### src/common/rmc_cfg.svh
// Constants for the registered magnitude comparator
`ifndef RMC_CFG_SVH
`define RMC_CFG_SVH

// ============================================================
// Word and mode codes
`define RMC_WORD_W        8
`define RMC_MODE_HOLD     2'h0
`define RMC_MODE_SHIFT    2'h1
`define RMC_MODE_LOAD     2'h3
`define RMC_MODE_DRIVE    2'h2

// ============================================================
// Reset, idle and active levels
`define RMC_STATUS_OFF    1'h1
`define RMC_STATUS_ON     1'h0
`define RMC_OE_N_RELEASE  1'h1
`define RMC_OE_N_DRIVE    1'h0
`define RMC_LINK_RESET    1'h0

// ============================================================
// Positions in the synchronised pin vector
`define RMC_PIN_GATE      0
`define RMC_PIN_LINK      1
`define RMC_PIN_SIGNED    2
`define RMC_PIN_SEL_LO    3
`define RMC_PIN_SEL_HI    4
`define RMC_PIN_DATA_LO   5

`endif

### src/common/rmc_pkg.sv
// Types shared by the registered magnitude comparator
`include "rmc_cfg.svh"

package rmc_pkg;

    // Gray order along hold, shift, load, drive
    typedef enum logic [1:0] {
        RMC_HOLD  = `RMC_MODE_HOLD,
        RMC_SHIFT = `RMC_MODE_SHIFT,
        RMC_DRIVE = `RMC_MODE_DRIVE,
        RMC_LOAD  = `RMC_MODE_LOAD
    } rmc_mode_t;

endpackage : rmc_pkg

### src/core/rmc_pin_sync.sv
// Three-stage pin synchroniser with agreement filter
module rmc_pin_sync #(
    parameter int WIDTH = 1
) (
    // Clock and reset
    input  wire logic             clk,
    input  wire logic             rst,
    // Pins and filtered result
    input  wire logic [WIDTH-1:0] pin,
    output logic      [WIDTH-1:0] level
);

    logic [WIDTH-1:0] stage1;
    logic [WIDTH-1:0] stage2;
    logic [WIDTH-1:0] stage3;
    wire  [WIDTH-1:0] agree = ~(stage2 ^ stage3);
    wire  [WIDTH-1:0] next_level = (stage2 & agree) | (level & ~agree);

    if (WIDTH < 1) begin : g_width_check
        $error("rmc_pin_sync: WIDTH must be at least 1");
    end

    // Stage 1 feeds only stage 2
    always_ff @(posedge clk) begin
        if (rst) begin
            stage1 <= '0;
            stage2 <= '0;
            stage3 <= '0;
            level  <= '0;
        end else begin
            stage1 <= pin;
            stage2 <= stage1;
            stage3 <= stage2;
            level  <= next_level;
        end
    end

endmodule // rmc_pin_sync

### src/core/rmc_comparator.sv
// Registered magnitude comparator with shared parallel pins and serial link
// ============================================================
`include "rmc_cfg.svh"
module rmc_comparator
    import rmc_pkg::*;
#(
    parameter int WIDTH = `RMC_WORD_W
) (
    // Clock and reset
    input  wire logic             SYS_CLK,
    input  wire logic             RST,
    // Shared parallel pins
    input  wire logic [WIDTH-1:0] DATA_IN,
    output logic      [WIDTH-1:0] DATA_OUT,
    output logic                  DATA_OE_N,
    // Mode selection
    input  wire logic             SELECT_LOW,
    input  wire logic             SELECT_HIGH,
    input  wire logic             SIGNED_MODE,
    // Serial link and priority chain
    input  wire logic             LINK_IN,
    output logic                  LINK_OUT,
    // Status
    input  wire logic             STATUS_OUTPUT_GATE,
    output logic                  STATUS_ABOVE,
    output logic                  STATUS_BELOW,
    output logic                  STATUS_MATCH
);

    localparam int SYNC_W = WIDTH + `RMC_PIN_DATA_LO;

    if (WIDTH < 2) begin : g_width_check
        $error("rmc_comparator: WIDTH must be at least 2");
    end

    // ============================================================
    // Pin synchronisation
    // Data and controls share one path, so a mode and the bus value
    // it acts on arrive together; the cost is four edges of latency.
    logic [SYNC_W-1:0] pins_q;
    logic [WIDTH-1:0]  word;

    rmc_pin_sync #(
        .WIDTH (SYNC_W)
    ) u_sync (
        .clk   (SYS_CLK),
        .rst   (RST),
        .pin   ({DATA_IN, SELECT_HIGH, SELECT_LOW, SIGNED_MODE, LINK_IN, STATUS_OUTPUT_GATE}),
        .level (pins_q)
    );

    wire [WIDTH-1:0] bus_q    = pins_q[SYNC_W-1:`RMC_PIN_DATA_LO];
    wire [1:0]       sel_q    = pins_q[`RMC_PIN_SEL_HI:`RMC_PIN_SEL_LO];
    wire             signed_q = pins_q[`RMC_PIN_SIGNED];
    wire             link_q   = pins_q[`RMC_PIN_LINK];
    wire             gate_q   = pins_q[`RMC_PIN_GATE];

    // ============================================================
    // Mode decode
    wire rmc_mode_t  mode     = rmc_mode_t'(sel_q);
    wire             is_shift = (mode == RMC_SHIFT);
    wire             is_load  = (mode == RMC_LOAD);
    wire             is_drive = (mode == RMC_DRIVE);

    // ============================================================
    // Comparator
    // Flipping both MSBs turns two's complement order into unsigned order
    function automatic logic [WIDTH-1:0] bias(input logic [WIDTH-1:0] v, input logic sgn);
        bias = {v[WIDTH-1] ^ sgn, v[WIDTH-2:0]};
    endfunction

    wire [WIDTH-1:0] op_reg   = bias(word, signed_q);
    wire [WIDTH-1:0] op_bus   = bias(bus_q, signed_q);
    wire             cmp_gt   = op_reg > op_bus;
    wire             cmp_lt   = op_reg < op_bus;
    wire             cmp_eq   = op_reg == op_bus;

    // Only the package where the word first differs drives a result;
    // all others release, so the wired-AND settles on its answer.
    wire             decides  = link_q & ~cmp_eq & ~is_shift & ~gate_q;
    wire             next_above = decides ? (cmp_gt ? `RMC_STATUS_OFF : `RMC_STATUS_ON) : `RMC_STATUS_OFF;
    wire             next_below = decides ? (cmp_lt ? `RMC_STATUS_OFF : `RMC_STATUS_ON) : `RMC_STATUS_OFF;
    wire             next_match = decides ? `RMC_STATUS_ON : `RMC_STATUS_OFF;

    // ============================================================
    // Register and link
    // Status and link leave from flops so the wired-AND sees clean edges.
    wire [WIDTH-1:0] next_word = is_load  ? bus_q :
                                 is_shift ? {link_q, word[WIDTH-1:1]} : word;
    wire             next_link = is_shift ? word[0] : (link_q & cmp_eq);

    always_ff @(posedge SYS_CLK) begin
        if (RST) begin
            word         <= '0;
            DATA_OUT     <= '0;
            DATA_OE_N    <= `RMC_OE_N_RELEASE;
            LINK_OUT     <= `RMC_LINK_RESET;
            STATUS_ABOVE <= `RMC_STATUS_OFF;
            STATUS_BELOW <= `RMC_STATUS_OFF;
            STATUS_MATCH <= `RMC_STATUS_OFF;
        end else begin
            word         <= next_word;
            DATA_OUT     <= word;
            DATA_OE_N    <= is_drive ? `RMC_OE_N_DRIVE : `RMC_OE_N_RELEASE;
            LINK_OUT     <= next_link;
            STATUS_ABOVE <= next_above;
            STATUS_BELOW <= next_below;
            STATUS_MATCH <= next_match;
        end
    end

    // ============================================================
    // Assertions
    // Checks read the filtered pins, so they line up with the register edge.
    property p_gate_off;
        @(posedge SYS_CLK) disable iff (RST)
        gate_q |=> (STATUS_ABOVE && STATUS_BELOW && STATUS_MATCH);
    endproperty
    a_gate_off: assert property (p_gate_off) else $error("status not off while gated");

    property p_load;
        @(posedge SYS_CLK) disable iff (RST)
        is_load |=> (word == $past(bus_q));
    endproperty
    a_load: assert property (p_load) else $error("load did not capture bus");

    property p_hold;
        @(posedge SYS_CLK) disable iff (RST)
        (mode == RMC_HOLD) |=> $stable(word);
    endproperty
    a_hold: assert property (p_hold) else $error("hold changed the word");

    property p_shift;
        @(posedge SYS_CLK) disable iff (RST)
        is_shift |=> (word == {$past(link_q), $past(word[WIDTH-1:1])}) && (LINK_OUT == $past(word[0]));
    endproperty
    a_shift: assert property (p_shift) else $error("shift order wrong");

    property p_drive;
        @(posedge SYS_CLK) disable iff (RST)
        is_drive ##1 is_drive |=> (DATA_OE_N == `RMC_OE_N_DRIVE) && (DATA_OUT == $past(word, 2));
    endproperty
    a_drive: assert property (p_drive) else $error("drive mode not on pins");

    property p_one_result;
        @(posedge SYS_CLK) disable iff (RST)
        decides |=> !STATUS_MATCH && $onehot({STATUS_ABOVE, STATUS_BELOW});
    endproperty
    a_one_result: assert property (p_one_result) else $error("not exactly one result");

    property p_priority;
        @(posedge SYS_CLK) disable iff (RST)
        (!link_q || is_shift) |=> (STATUS_ABOVE && STATUS_BELOW && STATUS_MATCH);
    endproperty
    a_priority: assert property (p_priority) else $error("lesser package drove status");

    property p_chain;
        @(posedge SYS_CLK) disable iff (RST)
        !is_shift |=> (LINK_OUT == ($past(link_q) && $past(word) == $past(bus_q)));
    endproperty
    a_chain: assert property (p_chain) else $error("priority chain wrong");

    property p_signed;
        @(posedge SYS_CLK) disable iff (RST)
        (signed_q && link_q && !gate_q && !is_shift && word[WIDTH-1] != bus_q[WIDTH-1])
            |=> (STATUS_ABOVE == $past(bus_q[WIDTH-1]));
    endproperty
    a_signed: assert property (p_signed) else $error("signed order wrong");

    property p_reset;
        @(posedge SYS_CLK)
        RST |=> (word == '0) && (DATA_OE_N == `RMC_OE_N_RELEASE) && (LINK_OUT == `RMC_LINK_RESET)
            && STATUS_ABOVE && STATUS_BELOW && STATUS_MATCH;
    endproperty
    a_reset: assert property (p_reset) else $error("reset values wrong");

    property p_match_low;
        @(posedge SYS_CLK) disable iff (RST)
        !STATUS_MATCH |-> (STATUS_ABOVE != STATUS_BELOW);
    endproperty
    a_match_low: assert property (p_match_low) else $error("match driven without a single result");

    // Order checks use plain and signed compares, not the biased operands
    property p_unsigned;
        @(posedge SYS_CLK) disable iff (RST)
        (decides && !signed_q) |=> (STATUS_ABOVE == ($past(word) > $past(bus_q)));
    endproperty
    a_unsigned: assert property (p_unsigned) else $error("unsigned order wrong");

    property p_signed_below;
        @(posedge SYS_CLK) disable iff (RST)
        (decides && signed_q) |=> (STATUS_BELOW == ($signed($past(word)) < $signed($past(bus_q))));
    endproperty
    a_signed_below: assert property (p_signed_below) else $error("signed below wrong");

    property p_equal_release;
        @(posedge SYS_CLK) disable iff (RST)
        (link_q && !is_shift && (word == bus_q)) |=> (STATUS_ABOVE && STATUS_BELOW && STATUS_MATCH && LINK_OUT);
    endproperty
    a_equal_release: assert property (p_equal_release) else $error("equal package did not pass on");

    property p_oe_release;
        @(posedge SYS_CLK) disable iff (RST)
        !is_drive |=> (DATA_OE_N == `RMC_OE_N_RELEASE);
    endproperty
    a_oe_release: assert property (p_oe_release) else $error("bus driven outside drive mode");

    property p_chain_low;
        @(posedge SYS_CLK) disable iff (RST)
        (!link_q && !is_shift) |=> !LINK_OUT;
    endproperty
    a_chain_low: assert property (p_chain_low) else $error("link passed on below a difference");

endmodule // rmc_comparator

### config.mk
export PLATFORM = sky130hd
export DESIGN_NAME = rmc_comparator
export DESIGN_NICKNAME = d
export VERILOG_FILES = /design/src/common/rmc_pkg.sv /design/src/core/rmc_pin_sync.sv /design/src/core/rmc_comparator.sv
export VERILOG_INCLUDE_DIRS = /design/src /design/src/common
export SDC_FILE = /design/constraint.sdc
export NUM_CORES = 1
export LEC_CHECK = 0
export BUFFER_PORTS_ARGS = -buffer_cell sky130_fd_sc_hd__clkbuf_2
export CAP_MARGIN = 15
export CORE_MARGIN = 2
export CORE_UTILIZATION = 45
export DETAILED_ROUTE_END_ITERATION = 6
export SLEW_MARGIN = 20
export SYNTH_ARGS = -nofsm -noshare
export SYNTH_HDL_FRONTEND = slang
export SYNTH_SLANG_ARGS = --single-unit
### constraint.sdc
create_clock -name SYS_CLK -period 2.5 [get_ports SYS_CLK]
set_clock_uncertainty 0.15 [all_clocks]
set_input_delay 0.5 -clock SYS_CLK [delete_from_list [all_inputs] [get_ports SYS_CLK]]
set_output_delay 0.5 -clock SYS_CLK [all_outputs]
set_load 0.1 [all_outputs]
; ---- Word level (Yosys, flattened, before mapping)
; Cells that the tools add are included.
[op_classes]
n_lt_le_gt_ge = 2
bitwise = 16
n_reduce_logical = 2
muxes = 7
eq_ne = 4
[op_table]
columns = op, n
row1 = bitwise AND 13 bit, 2
row2 = inverter 13 bit, 2
row3 = two-way mux 8 bit, 2
row4 = bitwise OR 13 bit, 1
row5 = XOR 13 bit, 1
row6 = == test 8 bit, 1
row7 = greater-than comparator 8 bit, 1
row8 = less-than comparator 8 bit, 1
row9 = two-way mux 1 bit, 5
row10 = bitwise AND 1 bit, 4
row11 = "== test 2 bit, second input constant", 2
row12 = inverter 1 bit, 4
row13 = "== test 2 x 1 -> 1 bit, second input constant", 1
row14 = nonzero test 2 bit, 1
row15 = OR reduction 2 bit, 1
row16 = XOR 1 bit, 2
[totals]
out_inout_bits = 13
inputBits = 15
ff_bits = 73
wordCells = 42

; ---- Depth between registers and ports, before layout
; Gate-level depths: netlist of run 1.
[depth]
ltp_word = 8
ltp_mapped = 6
ltp_nobuf = 6

; ---- By module
; Synthesis of run 1 repeated with hierarchy kept, for this count alone.
[unflattened]
cells_unflattened = 236
hier_area_um2 = 2468.6
[by_module_without_submodules]
columns = mod, area_each_um2, seq_area_each_um2, n_inst, cells_each
row1 = rmc_pin_sync, 1520.2, 1041.0, 1, 135
row2 = rmc_comparator, 948.4, 420.4, 1, 101

; ---- Least setup slack after synthesis of run 1
; OpenSTA, ideal clock, no wires.
[synth_timing]
kind = register -> register
startpoint = register word[7]
endpoint = register STATUS_ABOVE
path_buffers = 0
period_less_slack_ps = 1923
arrival_ps = 1646
path_slack_ps = 577
required_time_ps = 2223
stages_incl_launch_ff = 7
setup_time_ps = 127
cell_sequence = dfxtp_1 xor2_1 ha_1 nand4_1 nor2_1 or3_4 or3_1
[synth_between]
elab_chain_len = 8
word_cells_on_any_way = 10
classes_between = order compare: 1 / eq/ne: 1 / mux: 1 / bitwise: 6 / reduce/logical: 1
[synth_rtl]
columns = item, line_no
row1 = start: declaration, rmc_comparator.sv:41  ; logic [WIDTH-1:0] word;
row2 = start signal: assignment, rmc_comparator.sv:102  ; word <= next_word;
row3 = XOR 1 bit *, rmc_comparator.sv:69  ; bias = {v[WIDTH-1] ^ sgn, v[WIDTH-2:0]};
row4 = == test 8 bit, rmc_comparator.sv:76  ; wire cmp_eq = op_reg == op_bus;
row5 = inverter 1 bit, rmc_comparator.sv:80  ; wire decides = link_q & ~cmp_eq & ~is_shift & ~gate_q;
row6 = bitwise AND 1 bit (3 in series), rmc_comparator.sv:80
row7 = inverter 1 bit (no line), --
row8 = OR reduction 2 bit (no line), --
row9 = end signal: assignment, rmc_comparator.sv:98  ; STATUS_ABOVE <= `RMC_STATUS_OFF;
row10 = end signal: assignment, rmc_comparator.sv:106  ; STATUS_ABOVE <= next_above;
row11 = end: declaration, rmc_comparator.sv:25  ; output logic STATUS_ABOVE,
; Every way passes the cells marked *; elsewhere a longest branch is shown, timed or not.
; A chain may end at the register's enable or synchronous reset.

==> flow_results.xml, run 1 <==
<?xml version="1.0" encoding="UTF-8"?>
<metrics>
  <group name="sta">
    <metric name="max_slew_headroom" unit="%">63.6</metric>
    <metric name="layout_worst_path_cycle_share" unit="%">80.4</metric>
    <metric name="max_freq" unit="MHz">498</metric>
    <metric name="tightestPinTransition" unit="ns">0.548</metric>
    <metric name="final.setup.tns" unit="ns">0</metric>
    <metric name="setup_viol" unit="">0</metric>
    <metric name="worst_slack" unit="ns">0.490</metric>
    <metric name="final-max-slew-violation-count" unit="">0</metric>
    <metric name="final.min_clock_period" unit="ns">2.01</metric>
    <metric name="rsz0062_at_grt" unit="">false</metric>
    <metric name="report.final.hold_viol_count" unit="">0</metric>
  </group>
  <group name="place">
    <metric name="place.gp.congestion" unit="">0.696</metric>
    <metric name="dp_hpwl" unit="um">2230</metric>
    <metric name="placement.io_buffers" unit="">27</metric>
    <metric name="place_worst_setup_slack" unit="ns">0.491</metric>
  </group>
  <group name="synthesis">
    <metric name="seq_area_frac_synth" unit="%">60.5</metric>
    <metric name="syn-instance-count" unit="">228</metric>
    <metric name="synthDominantCellAreaShare" unit="%">60.5</metric>
    <metric name="synth_commonest_cells" unit="">73 x sky130_fd_sc_hd__dfxtp_1, 47 x sky130_fd_sc_hd__nor2b_1, 15 x sky130_fd_sc_hd__a21oi_1</metric>
    <metric name="top_count_cell_post_synth" unit="">sky130_fd_sc_hd__dfxtp_1</metric>
    <metric name="biggest_area_contributors_in_the_synthesized_netlist" unit="">sky130_fd_sc_hd__dfxtp_1 60%, sky130_fd_sc_hd__nor2b_1 12%, sky130_fd_sc_hd__ha_1 4.1%, sky130_fd_sc_hd__mux2i_1 3.3%, sky130_fd_sc_hd__a21oi_1 3.1%</metric>
    <metric name="postSynthRegisterBits" unit="">73</metric>
    <metric name="synth_async_sr_flop_share" unit="%">0</metric>
    <metric name="synth_largest_area_cell" unit="">sky130_fd_sc_hd__dfxtp_1</metric>
    <metric name="synth.net_count" unit="">251</metric>
    <metric name="synthesis.area_per_instance" unit="sq um">10.6</metric>
    <metric name="synth_enable_flop_cells" unit="">0</metric>
    <metric name="synth.lib_cells_used.distinct" unit="">24</metric>
    <metric name="synthesis.area" unit="sq um">2420</metric>
    <metric name="number_of_warning_messages_in_the_yosys_log" unit="">0</metric>
    <metric name="synth_top_flop_cell" unit="">sky130_fd_sc_hd__dfxtp_1</metric>
  </group>
  <group name="worst_setup_path">
    <metric name="critPathRequiredTime" unit="ns">2.57</metric>
    <metric name="worstRegToRegCells" unit="">6</metric>
    <metric name="timing.critical_path.to" unit="">STATUS_ABOVE$_SDFF_PP1_</metric>
    <metric name="worst-setup-path-type" unit="">flop to flop</metric>
    <metric name="crit_fanout" unit="">3</metric>
    <metric name="cp.arrival" unit="ns">2.08</metric>
    <metric name="critical_path.startpoint_type" unit="">flop</metric>
    <metric name="r2r_slack" unit="ns">0.49</metric>
    <metric name="critPathCaptureType" unit="">flop</metric>
    <metric name="r2r-end" unit="">STATUS_ABOVE$_SDFF_PP1_</metric>
  </group>
  <group name="pwr">
    <metric name="netSwitchingFraction" unit="%">18.8</metric>
    <metric name="peakVddDrop" unit="V">0.000391</metric>
    <metric name="p_int" unit="mW">1.90</metric>
    <metric name="power_frac_clock" unit="%">46.3</metric>
    <metric name="power.density" unit="nW/um^2">817</metric>
    <metric name="power.switching" unit="uW">441</metric>
    <metric name="leakage_dissipation" unit="nW">1.10</metric>
    <metric name="sequentialPowerShare" unit="%">51.2</metric>
    <metric name="comb_power_share" unit="%">2.5</metric>
  </group>
  <group name="clock_tree">
    <metric name="clock-root-buffer" unit="">sky130_fd_sc_hd__clkbuf_8</metric>
    <metric name="numCtsBuffers" unit="">9</metric>
    <metric name="clock_latency" unit="ns">0.33</metric>
    <metric name="cts_repair_resize_count" unit="">0</metric>
    <metric name="cts.htree.levels" unit="">3</metric>
    <metric name="path_clk_slew" unit="ns">0.07</metric>
    <metric name="cts_tree" unit="">done</metric>
    <metric name="clockBufferDepth" unit="">2</metric>
    <metric name="hold_buffers" unit="">0</metric>
    <metric name="cts_setup_buffers" unit="">0</metric>
    <metric name="cts_num_sinks" unit="">73</metric>
  </group>
  <group name="route">
    <metric name="wl_per_cell" unit="um">10.2</metric>
    <metric name="drcViolationCount" unit="">0</metric>
    <metric name="route.detailed.vias_per_inst" unit="">4.61</metric>
    <metric name="drt.antenna.violating_nets" unit="">0</metric>
    <metric name="drt_wl_total" unit="um">3410</metric>
    <metric name="drt_first_pass_iters" unit="">4</metric>
    <metric name="drtIter0Drc" unit="">63</metric>
    <metric name="dr_total_vias" unit="">1544</metric>
  </group>
  <group name="die">
    <metric name="die_w" unit="um">77.3</metric>
    <metric name="initial_core_util" unit="%">47.0</metric>
    <metric name="floorplan.core_area" unit="sq um">5140</metric>
    <metric name="die_h" unit="um">77.3</metric>
    <metric name="die-area" unit="sq um">5970</metric>
    <metric name="ios" unit="">28</metric>
    <metric name="placementRows" unit="">26</metric>
  </group>
  <group name="run">
    <metric name="cap_violations" unit="">0</metric>
  </group>
  <group name="grt">
    <metric name="global_route.usage.total" unit="%">13.3</metric>
    <metric name="wire_length_of_the_first_global_routing_pass" unit="um">6000</metric>
    <metric name="globalRoute.totalOverflow" unit="">0</metric>
    <metric name="number_of_global_route_vias_before_repair" unit="">1407</metric>
    <metric name="antenna_found_initial" unit="">0</metric>
    <metric name="grt_max_degree" unit="">44</metric>
  </group>
  <group name="min_path">
    <metric name="hp-class" unit="">input pin to flop</metric>
  </group>
  <group name="layout">
    <metric name="post_route_cells_drive_above_1_share" unit="%">18.9</metric>
    <metric name="num-nets-final" unit="">283</metric>
    <metric name="area_delta_synth_final" unit="%">18.6</metric>
    <metric name="diodes" unit="">0</metric>
    <metric name="n_fill_cell" unit="">487</metric>
  </group>
  <group name="status">
    <metric name="result_of_the_run" unit="">finished, final reports clean</metric>
  </group>
</metrics>
[layout make-up]
cell class                 instances  area [sq um]  area share, %
inverter                           7          26.3          0.917
multi-input combinational        138           882           30.8
timing repair buffer              31           165           5.76
sequential                        73          1460           51.0
clock buffer                      10           138           4.80
tap                               70          87.6           3.06
clock inverter                     6           105           3.67
[power by group through the flow]
stage	clock (mW)	sequential, mW	combinational, mW
2_1_floorplan	0	1.23	0.0379
3_3_place_gp	0	1.23	0.0586
3_5_place_dp	0	1.23	0.0595
4_1_cts	1.12	1.20	0.0595
5_1_grt	1.16	1.20	0.0672
6_report	1.08	1.20	0.0579
[worst max-delay path, cell delays in order (launching register included)]
cell and delay (ns):
sky130_fd_sc_hd__dfxtp_1 0.37, sky130_fd_sc_hd__xor2_1 0.17, sky130_fd_sc_hd__ha_1 0.26, sky130_fd_sc_hd__nand4_1 0.14, sky130_fd_sc_hd__nor2_1 0.06, sky130_fd_sc_hd__or3_4 0.37
sky130_fd_sc_hd__or3_1 0.37
[stage by stage]
step / instances / utilization, % / hold slack, ns / power [mW] / area [sq um]
after floorplan: 228 / - / 0.264 / 1.26 / 2420
after global placement: 319 / 51.0 / 0.267 / 1.28 / 2620
after detailed placement: 319 / 51.0 / 0.275 / 1.29 / 2620
after CTS: 335 / 55.7 / 0.205 / 2.38 / 2870
after global routing: 335 / 55.7 / 0.215 / 2.43 / 2870
final: 335 / 55.7 / 0.222 / 2.34 / 2870
[kinds of logic (layout without fill, tap and decap cells)]
logic type	count (synthesis)	after routing	synth area share [%]
adders and majority gates	8	8	4.14
AOI/OAI and AO/OA	42	42	10.0
muxes	8	8	3.31
DFF	73	73	60.5
buffers and inverters	17	54	3.00
xor gates and xnor gates	2	2	0.725
and+or+nand+nor	78	78	18.3
[per-layer routing]
| metal | vias to the layer above | part of all wire, % | track usage (%) |
|---|---|---|---|
| met4 | 0 | 2.7 | 10.2 |
| met2 | 36 | 42 | 20.3 |
| li1 | 815 | - | - |
| met5 | - | 0 | 0 |
| met1 | 684 | 51 | 15.6 |
| met3 | 9 | 4.4 | 3.88 |
[worst min-delay path by stage]
stage	from	endpoint	slack, ns	cells after the start
2_1_floorplan	u_sync.stage1[0]$_SDFF_PP0_	u_sync.stage2[0]$_SDFF_PP0_	0.26	1
3_3_place_gp	u_sync.stage1[11]$_SDFF_PP0_	u_sync.stage2[11]$_SDFF_PP0_	0.27	1
3_5_place_dp	u_sync.stage1[8]$_SDFF_PP0_	u_sync.stage2[8]$_SDFF_PP0_	0.28	1
4_1_cts	LINK_IN	u_sync.stage1[1]$_SDFF_PP0_	0.20	2
5_1_grt	DATA_IN[2]	u_sync.stage1[7]$_SDFF_PP0_	0.22	2
6_report	LINK_IN	u_sync.stage1[1]$_SDFF_PP0_	0.22	2
[cells in the final DEF (no fill, tap or decap), types with 2 or more instances in the layout]
cell type	synthesis	layout
sky130_fd_sc_hd__or3_1	2	2
sky130_fd_sc_hd__nor2b_1	47	47
sky130_fd_sc_hd__a211oi_1	9	9
sky130_fd_sc_hd__bufinv_16	0	3
sky130_fd_sc_hd__clkinv_2	0	3
sky130_fd_sc_hd__o21bai_1	2	2
sky130_fd_sc_hd__buf_4	0	4
sky130_fd_sc_hd__ha_1	8	8
sky130_fd_sc_hd__mux2i_1	8	8
sky130_fd_sc_hd__o21ai_0	14	14
sky130_fd_sc_hd__a21oi_1	15	15
sky130_fd_sc_hd__dfxtp_1	73	73
sky130_fd_sc_hd__clkbuf_2	0	27
sky130_fd_sc_hd__nand4_1	2	2
sky130_fd_sc_hd__nor2_1	10	10
sky130_fd_sc_hd__clkbuf_8	0	10
sky130_fd_sc_hd__inv_1	7	7
sky130_fd_sc_hd__nand2_1	13	13
(Power assumes the default switching activity.)
==> run 2: changes to the inputs <==
clock period = 2 ns   (was 2.5 ns; I/O delays follow)
==> run 2 against run 1 <==
Compared with the run above:
- sequential power up 25%
- critical path type unchanged
- final area unchanged
- power up 17%
- count of clock-buffer cells in the layout up 4
- routed wire length down 1.4%
- first-iteration DRC count down 19%
- sequential share of layout area up 0.17 points
- clock power up 7%
- critical endpoint unchanged
- critical path depth unchanged
- register-to-register slack worse by 0.38 ns
- largest power group unchanged
==> flow_results.xml, run 2 (same netlist as run 1, synthesis figures left out) <==
<?xml version="1.0" encoding="UTF-8"?>
<metrics>
  <group name="pwr">
    <metric name="power_frac_clock" unit="%">42.5</metric>
    <metric name="comb_power_share" unit="%">2.7</metric>
    <metric name="sequentialPowerShare" unit="%">54.8</metric>
    <metric name="p_int" unit="mW">2.20</metric>
    <metric name="power.density" unit="nW/um^2">955</metric>
    <metric name="netSwitchingFraction" unit="%">19.6</metric>
    <metric name="leakage_dissipation" unit="nW">1.09</metric>
    <metric name="power.switching" unit="uW">536</metric>
    <metric name="peakVddDrop" unit="V">0.000588</metric>
  </group>
  <group name="min_path">
    <metric name="hp-class" unit="">input pin to flop</metric>
    <metric name="hold-path-cell-count" unit="">2</metric>
  </group>
  <group name="layout">
    <metric name="final_non_filler_cell_area" unit="sq um">2870</metric>
    <metric name="post_route_cells_drive_above_1_share" unit="%">20.1</metric>
    <metric name="ff_latch_area" unit="sq um">1470</metric>
    <metric name="layout_commonest_cell" unit="">sky130_fd_sc_hd__dfxtp_1</metric>
    <metric name="num-nets-final" unit="">286</metric>
    <metric name="n_fill_cell" unit="">477</metric>
    <metric name="multi_input_combinational_cell_area" unit="sq um">890</metric>
    <metric name="layout_common_cells" unit="">71 x sky130_fd_sc_hd__dfxtp_1, 47 x sky130_fd_sc_hd__nor2b_1, 27 x sky130_fd_sc_hd__clkbuf_2</metric>
    <metric name="diodes" unit="">0</metric>
    <metric name="area_delta_synth_final" unit="%">18.6</metric>
  </group>
  <group name="die">
    <metric name="floorplan.core_area" unit="sq um">5140</metric>
    <metric name="initial_core_util" unit="%">47.0</metric>
    <metric name="placementRows" unit="">26</metric>
    <metric name="die_h" unit="um">77.3</metric>
    <metric name="die-area" unit="sq um">5970</metric>
    <metric name="ios" unit="">28</metric>
    <metric name="die_w" unit="um">77.3</metric>
  </group>
  <group name="clock_tree">
    <metric name="cts_num_sinks" unit="">73</metric>
    <metric name="clockBufferDepth" unit="">2</metric>
    <metric name="numCtsBuffers" unit="">9</metric>
    <metric name="path_clk_slew" unit="ns">0.07</metric>
    <metric name="cts.htree.levels" unit="">3</metric>
    <metric name="clock_latency" unit="ns">0.33</metric>
    <metric name="cts_tree" unit="">done</metric>
    <metric name="clock-root-buffer" unit="">sky130_fd_sc_hd__clkbuf_8</metric>
  </group>
  <group name="place">
    <metric name="dp_hpwl" unit="um">2190</metric>
    <metric name="place_worst_setup_slack" unit="ns">0.0190</metric>
    <metric name="postPlaceCellArea" unit="sq um">2640</metric>
    <metric name="place.gp.congestion" unit="">0.709</metric>
    <metric name="placement.io_buffers" unit="">27</metric>
  </group>
  <group name="sta">
    <metric name="layout_worst_path_cycle_share" unit="%">94.7</metric>
    <metric name="report.final.hold_viol_count" unit="">0</metric>
    <metric name="whs" unit="ns">0.121</metric>
    <metric name="tightestPinTransition" unit="ns">0.546</metric>
    <metric name="max_slew_headroom" unit="%">63.8</metric>
    <metric name="final-max-slew-violation-count" unit="">0</metric>
    <metric name="setup_viol" unit="">0</metric>
    <metric name="final.min_clock_period" unit="ns">1.89</metric>
    <metric name="final.setup.tns" unit="ns">0</metric>
    <metric name="worst_slack" unit="ns">0.106</metric>
    <metric name="rsz0062_at_grt" unit="">false</metric>
    <metric name="max_freq" unit="MHz">528</metric>
  </group>
  <group name="worst_setup_path">
    <metric name="worst-setup-path-type" unit="">flop to flop</metric>
    <metric name="cp.arrival" unit="ns">1.95</metric>
    <metric name="crit_fanout" unit="">3</metric>
    <metric name="critPathRequiredTime" unit="ns">2.06</metric>
    <metric name="critPathCaptureType" unit="">flop</metric>
    <metric name="critical_path.startpoint_type" unit="">flop</metric>
    <metric name="worstRegToRegCells" unit="">6</metric>
  </group>
  <group name="route">
    <metric name="drt.antenna.violating_nets" unit="">0</metric>
    <metric name="drt_wl_total" unit="um">3370</metric>
    <metric name="dr_total_vias" unit="">1503</metric>
    <metric name="drtIter0Drc" unit="">51</metric>
    <metric name="wl_per_cell" unit="um">9.96</metric>
    <metric name="drt_first_pass_iters" unit="">4</metric>
    <metric name="drcViolationCount" unit="">0</metric>
    <metric name="route.detailed.vias_per_inst" unit="">4.45</metric>
  </group>
  <group name="grt">
    <metric name="number_of_global_route_vias_before_repair" unit="">1313</metric>
    <metric name="global_route.usage.total" unit="%">12.6</metric>
    <metric name="globalRoute.totalOverflow" unit="">0</metric>
    <metric name="wire_length_of_the_first_global_routing_pass" unit="um">5690</metric>
    <metric name="grt_max_degree" unit="">49</metric>
    <metric name="antenna_found_initial" unit="">0</metric>
  </group>
  <group name="run">
    <metric name="cap_violations" unit="">0</metric>
  </group>
  <group name="status">
    <metric name="result_of_the_run" unit="">finished, final reports clean</metric>
  </group>
</metrics>
## run 2: cell type report
cell class	count	share of cell area, %
clock inverters	2	1.22
multi-input cells	138	31.0
clock buffers	14	6.03
well taps	70	3.06
flip-flops and latches	73	51.2
inverters	7	0.917
repair buffers	34	6.55
## run 2: metrics by stage
| stage | power (mW) | util, % | cells |
|---|---|---|---|
| floorplan | 1.58 | - | 228 |
| global placement | 1.61 | 51.3 | 321 |
| detailed placement | 1.61 | 51.3 | 321 |
| CTS | 2.77 | 55.4 | 337 |
| global route | 2.86 | 55.7 | 338 |
| finish | 2.74 | 55.7 | 338 |
## run 2: path summary, 6_finish.rpt
| check | slack (ns) | to | startpoint |
|---|---|---|---|
| min | 0.12 | u_sync.stage1[3]$_SDFF_PP0_ | SELECT_LOW |
| min reg2reg | 0.28 | u_sync.stage2[4]$_SDFF_PP0_ | u_sync.stage1[4]$_SDFF_PP0_ |
| max | 0.11 | STATUS_ABOVE$_SDFF_PP1_ | word[7]$_SDFFE_PP0P_ |
| max reg2reg | 0.11 | STATUS_ABOVE$_SDFF_PP1_ | word[7]$_SDFFE_PP0P_ |
## run 2: worst max-delay path, cell delays in order (launching register included)
cell and delay (ns):
sky130_fd_sc_hd__dfxtp_4 0.36, sky130_fd_sc_hd__xor2_2 0.16, sky130_fd_sc_hd__ha_1 0.29, sky130_fd_sc_hd__nand4_1 0.09
sky130_fd_sc_hd__nor2_1 0.06, sky130_fd_sc_hd__or3_4 0.36, sky130_fd_sc_hd__or3_1 0.31
## run 2: per-layer routing
metal	vias up	global-route usage (%)	wire [um]
li1	826	-	-
met1	639	15.1	1790
met2	33	18.0	1370
met3	5	4.71	164
met4	0	9.64	41
met5	-	0	0
## run 2: power groups by stage
stage,logic (mW),clock network [mW],registers (mW)
floorplan,0.0474,0,1.53
global placement,0.0743,0,1.53
detailed placement,0.0756,0,1.53
CTS,0.0755,1.20,1.50
global route,0.0844,1.27,1.50
finish,0.0736,1.16,1.50
## run 2: repair_timing
item,4_1_cts,5_1_grt
resized for setup,0,4
hold endpoints to repair,0,0
setup endpoints to repair,0,1
hold buffers,0,0
setup buffers,0,1
==> run 3: changes to the inputs <==
CORE_MARGIN = 1.5   (was 2)
PLACE_DENSITY_LB_ADDON = 0.1   (was unset)
==> run 3 against run 2 <==
Compared with the run above:
- combinational power up 2%
- final cell count up 0.59%
- fmax decreased by 0.81%
- routed wire length up 5.2%
- count of clock-buffer cells in the layout fell by 5
- utilization up 1.4 points
- worst hold slack worse by 0.0062 ns
- via count increased by 4.0%
- worst setup slack worse by 0.015 ns
- sequential share of layout area shrank 1.3 points
==> flow_results.xml, run 3 (same netlist as run 1, synthesis figures left out) <==
<?xml version="1.0" encoding="UTF-8"?>
<metrics>
  <group name="grt">
    <metric name="antenna_found_initial" unit="">0</metric>
    <metric name="number_of_global_route_vias_before_repair" unit="">1418</metric>
    <metric name="global_route.usage.total" unit="%">14.1</metric>
    <metric name="globalRoute.totalOverflow" unit="">0</metric>
    <metric name="grt_max_degree" unit="">45</metric>
    <metric name="wire_length_of_the_first_global_routing_pass" unit="um">6240</metric>
  </group>
  <group name="pwr">
    <metric name="peakVddDrop" unit="V">0.000555</metric>
    <metric name="power.density" unit="nW/um^2">1040</metric>
    <metric name="leakage_dissipation" unit="nW">1.13</metric>
  </group>
  <group name="clock_tree">
    <metric name="clock-root-buffer" unit="">sky130_fd_sc_hd__clkbuf_8</metric>
    <metric name="cts_tree" unit="">done</metric>
    <metric name="numCtsBuffers" unit="">9</metric>
    <metric name="clockBufferDepth" unit="">2</metric>
    <metric name="clock_latency" unit="ns">0.33</metric>
    <metric name="hold_buffers" unit="">0</metric>
    <metric name="cts.htree.levels" unit="">3</metric>
    <metric name="path_clk_slew" unit="ns">0.07</metric>
    <metric name="cts_num_sinks" unit="">73</metric>
  </group>
  <group name="route">
    <metric name="drtIter0Drc" unit="">57</metric>
    <metric name="route.detailed.vias_per_inst" unit="">4.60</metric>
    <metric name="drcViolationCount" unit="">0</metric>
    <metric name="dr_total_vias" unit="">1563</metric>
    <metric name="drt.antenna.violating_nets" unit="">0</metric>
    <metric name="drt_wl_total" unit="um">3540</metric>
    <metric name="wl_per_cell" unit="um">10.4</metric>
    <metric name="drt_first_pass_iters" unit="">4</metric>
  </group>
  <group name="die">
    <metric name="floorplan.core_area" unit="sq um">5140</metric>
    <metric name="die-area" unit="sq um">5820</metric>
    <metric name="initial_core_util" unit="%">47.0</metric>
    <metric name="die_w" unit="um">76.3</metric>
    <metric name="die_h" unit="um">76.3</metric>
    <metric name="placementRows" unit="">26</metric>
    <metric name="ios" unit="">28</metric>
  </group>
  <group name="sta">
    <metric name="whs" unit="ns">0.115</metric>
    <metric name="rsz0062_at_grt" unit="">false</metric>
    <metric name="max_freq" unit="MHz">524</metric>
    <metric name="report.final.hold_viol_count" unit="">0</metric>
    <metric name="final-max-slew-violation-count" unit="">0</metric>
    <metric name="setup_viol" unit="">0</metric>
    <metric name="max_slew_headroom" unit="%">63.7</metric>
    <metric name="final.min_clock_period" unit="ns">1.91</metric>
    <metric name="tightestPinTransition" unit="ns">0.547</metric>
    <metric name="worst_slack" unit="ns">0.0901</metric>
    <metric name="final.setup.tns" unit="ns">0</metric>
    <metric name="layout_worst_path_cycle_share" unit="%">95.5</metric>
  </group>
  <group name="min_path">
    <metric name="hold-path-cell-count" unit="">2</metric>
    <metric name="hold-path-endpoint" unit="">u_sync.stage1[3]$_SDFF_PP0_</metric>
    <metric name="hp-class" unit="">input pin to flop</metric>
    <metric name="worstHoldStart" unit="">SELECT_LOW</metric>
  </group>
  <group name="layout">
    <metric name="diodes" unit="">0</metric>
    <metric name="area_delta_synth_final" unit="%">21.6</metric>
    <metric name="layout_commonest_cell" unit="">sky130_fd_sc_hd__dfxtp_1</metric>
    <metric name="n_fill_cell" unit="">491</metric>
    <metric name="num-nets-final" unit="">288</metric>
    <metric name="layout_common_cells" unit="">71 x sky130_fd_sc_hd__dfxtp_1, 47 x sky130_fd_sc_hd__nor2b_1, 27 x sky130_fd_sc_hd__clkbuf_2</metric>
    <metric name="post_route_cells_drive_above_1_share" unit="%">21.5</metric>
  </group>
  <group name="worst_setup_path">
    <metric name="critical_path.reg2reg.startpoint" unit="">word[7]$_SDFFE_PP0P_</metric>
    <metric name="r2r-end" unit="">STATUS_ABOVE$_SDFF_PP1_</metric>
    <metric name="critPathCaptureType" unit="">flop</metric>
    <metric name="crit_path_top_delay_cell" unit="">sky130_fd_sc_hd__dfxtp_4</metric>
    <metric name="path_cells" unit="">xor2_2 &gt; ha_1 &gt; nand4_1 &gt; nor2_1 &gt; or3_4 &gt; or3_1</metric>
    <metric name="worst-setup-path-type" unit="">flop to flop</metric>
    <metric name="critical_path.startpoint_type" unit="">flop</metric>
    <metric name="cp.buffers_inverters" unit="">0</metric>
    <metric name="cp.arrival" unit="ns">1.98</metric>
    <metric name="r2r_slack" unit="ns">0.09</metric>
    <metric name="top_family_by_delay_on_critical_path" unit="">simple AND/OR/NAND/NOR gates</metric>
    <metric name="worstRegToRegCells" unit="">6</metric>
    <metric name="crit_path_max_incr_delay" unit="ns">0.36</metric>
    <metric name="crit_fanout" unit="">3</metric>
    <metric name="critPathRequiredTime" unit="ns">2.07</metric>
  </group>
  <group name="place">
    <metric name="place_worst_setup_slack" unit="ns">0.0228</metric>
    <metric name="place.gp.congestion" unit="">0.702</metric>
    <metric name="dp_hpwl" unit="um">2280</metric>
    <metric name="placement.io_buffers" unit="">27</metric>
  </group>
  <group name="run">
    <metric name="cap_violations" unit="">0</metric>
  </group>
  <group name="status">
    <metric name="result_of_the_run" unit="">finished, final reports clean</metric>
  </group>
</metrics>
[run 3: cell count changes in the layout (fill, tap and decap cells not counted)]
cell,delta
sky130_fd_sc_hd__buf_4,+2
sky130_fd_sc_hd__clkbuf_1,-2
sky130_fd_sc_hd__bufinv_16,+3
sky130_fd_sc_hd__clkinv_4,+2
sky130_fd_sc_hd__clkbuf_8,-3
[run 3: routing by layer]
| metal | track usage [%] | vias to the layer above | wire length [um] |
|---|---|---|---|
| li1 | - | 834 | - |
| met1 | 16.9 | 685 | 1820 |
| met2 | 20.8 | 32 | 1460 |
| met3 | 4.07 | 12 | 135 |
| met4 | 11.7 | 0 | 130 |
| met5 | 0 | - | 0 |
[run 3: power by group]
part           switching (mW)  internal (mW)  total, mW  leakage, nW
combinational          0.0385         0.0367     0.0753        0.402
clock                   0.531          0.956       1.49        0.133
sequential             0.0128           1.48       1.50        0.596
[run 3: through the flow]
| step | instances | utilization [%] | cell area [sq um] | power, mW |
|---|---|---|---|---|
| finish | 340 | 57.2 | 2940 | 3.06 |
| detailed placement | 322 | 51.5 | 2650 | 1.61 |
| CTS | 338 | 56.6 | 2910 | 3.11 |
| floorplan | 228 | - | 2420 | 1.58 |
| global placement | 322 | 51.5 | 2650 | 1.61 |
| global route | 340 | 57.2 | 2940 | 3.17 |
[run 3: worst max path at each step]
| stage | cells past startpoint | end | start | slack (ns) |
|---|---|---|---|---|
| CTS | 6 | STATUS_ABOVE$_SDFF_PP1_ | flop | 0.01 |
| floorplan | 6 | STATUS_ABOVE$_SDFF_PP1_ | word[7]$_SDFFE_PP0P_ | 0.08 |
| global route | 6 | STATUS_ABOVE$_SDFF_PP1_ | word[7]$_SDFFE_PP0P_ | 0.005 |
| detailed placement | 6 | STATUS_ABOVE$_SDFF_PP1_ | word[7]$_SDFFE_PP0P_ | 0.02 |
| global placement | 6 | STATUS_ABOVE$_SDFF_PP1_ | word[7]$_SDFFE_PP0P_ | 0.06 |
| finish | 6 | STATUS_ABOVE$_SDFF_PP1_ | word[7]$_SDFFE_PP0P_ | 0.09 |
[run 3: worst reg2reg max path, cell delays in order, from the launching register on]
cell	delay [ns]
sky130_fd_sc_hd__dfxtp_4	0.36
sky130_fd_sc_hd__xor2_2	0.17
sky130_fd_sc_hd__ha_1	0.29
sky130_fd_sc_hd__nand4_1	0.10
sky130_fd_sc_hd__nor2_1	0.06
sky130_fd_sc_hd__or3_4	0.36
sky130_fd_sc_hd__or3_1	0.32
[run 3: cell type report]
cell class              instances  area [sq um]  share of cell area (%)
flip-flops and latches         73          1470                    49.9
multi-input cells             138           890                    30.3
repair buffers                 36           203                    6.90
clock inverters                 7           143                    4.85
clock buffers                   9           124                    4.21
well taps                      70          87.6                    2.98
inverters                       7          26.3                   0.894
[run 3: repair_timing]
item                                    4_1_cts  5_1_grt
resized for setup                             0        4
endpoints found under the setup margin        0        1
buffers inserted                              0        2
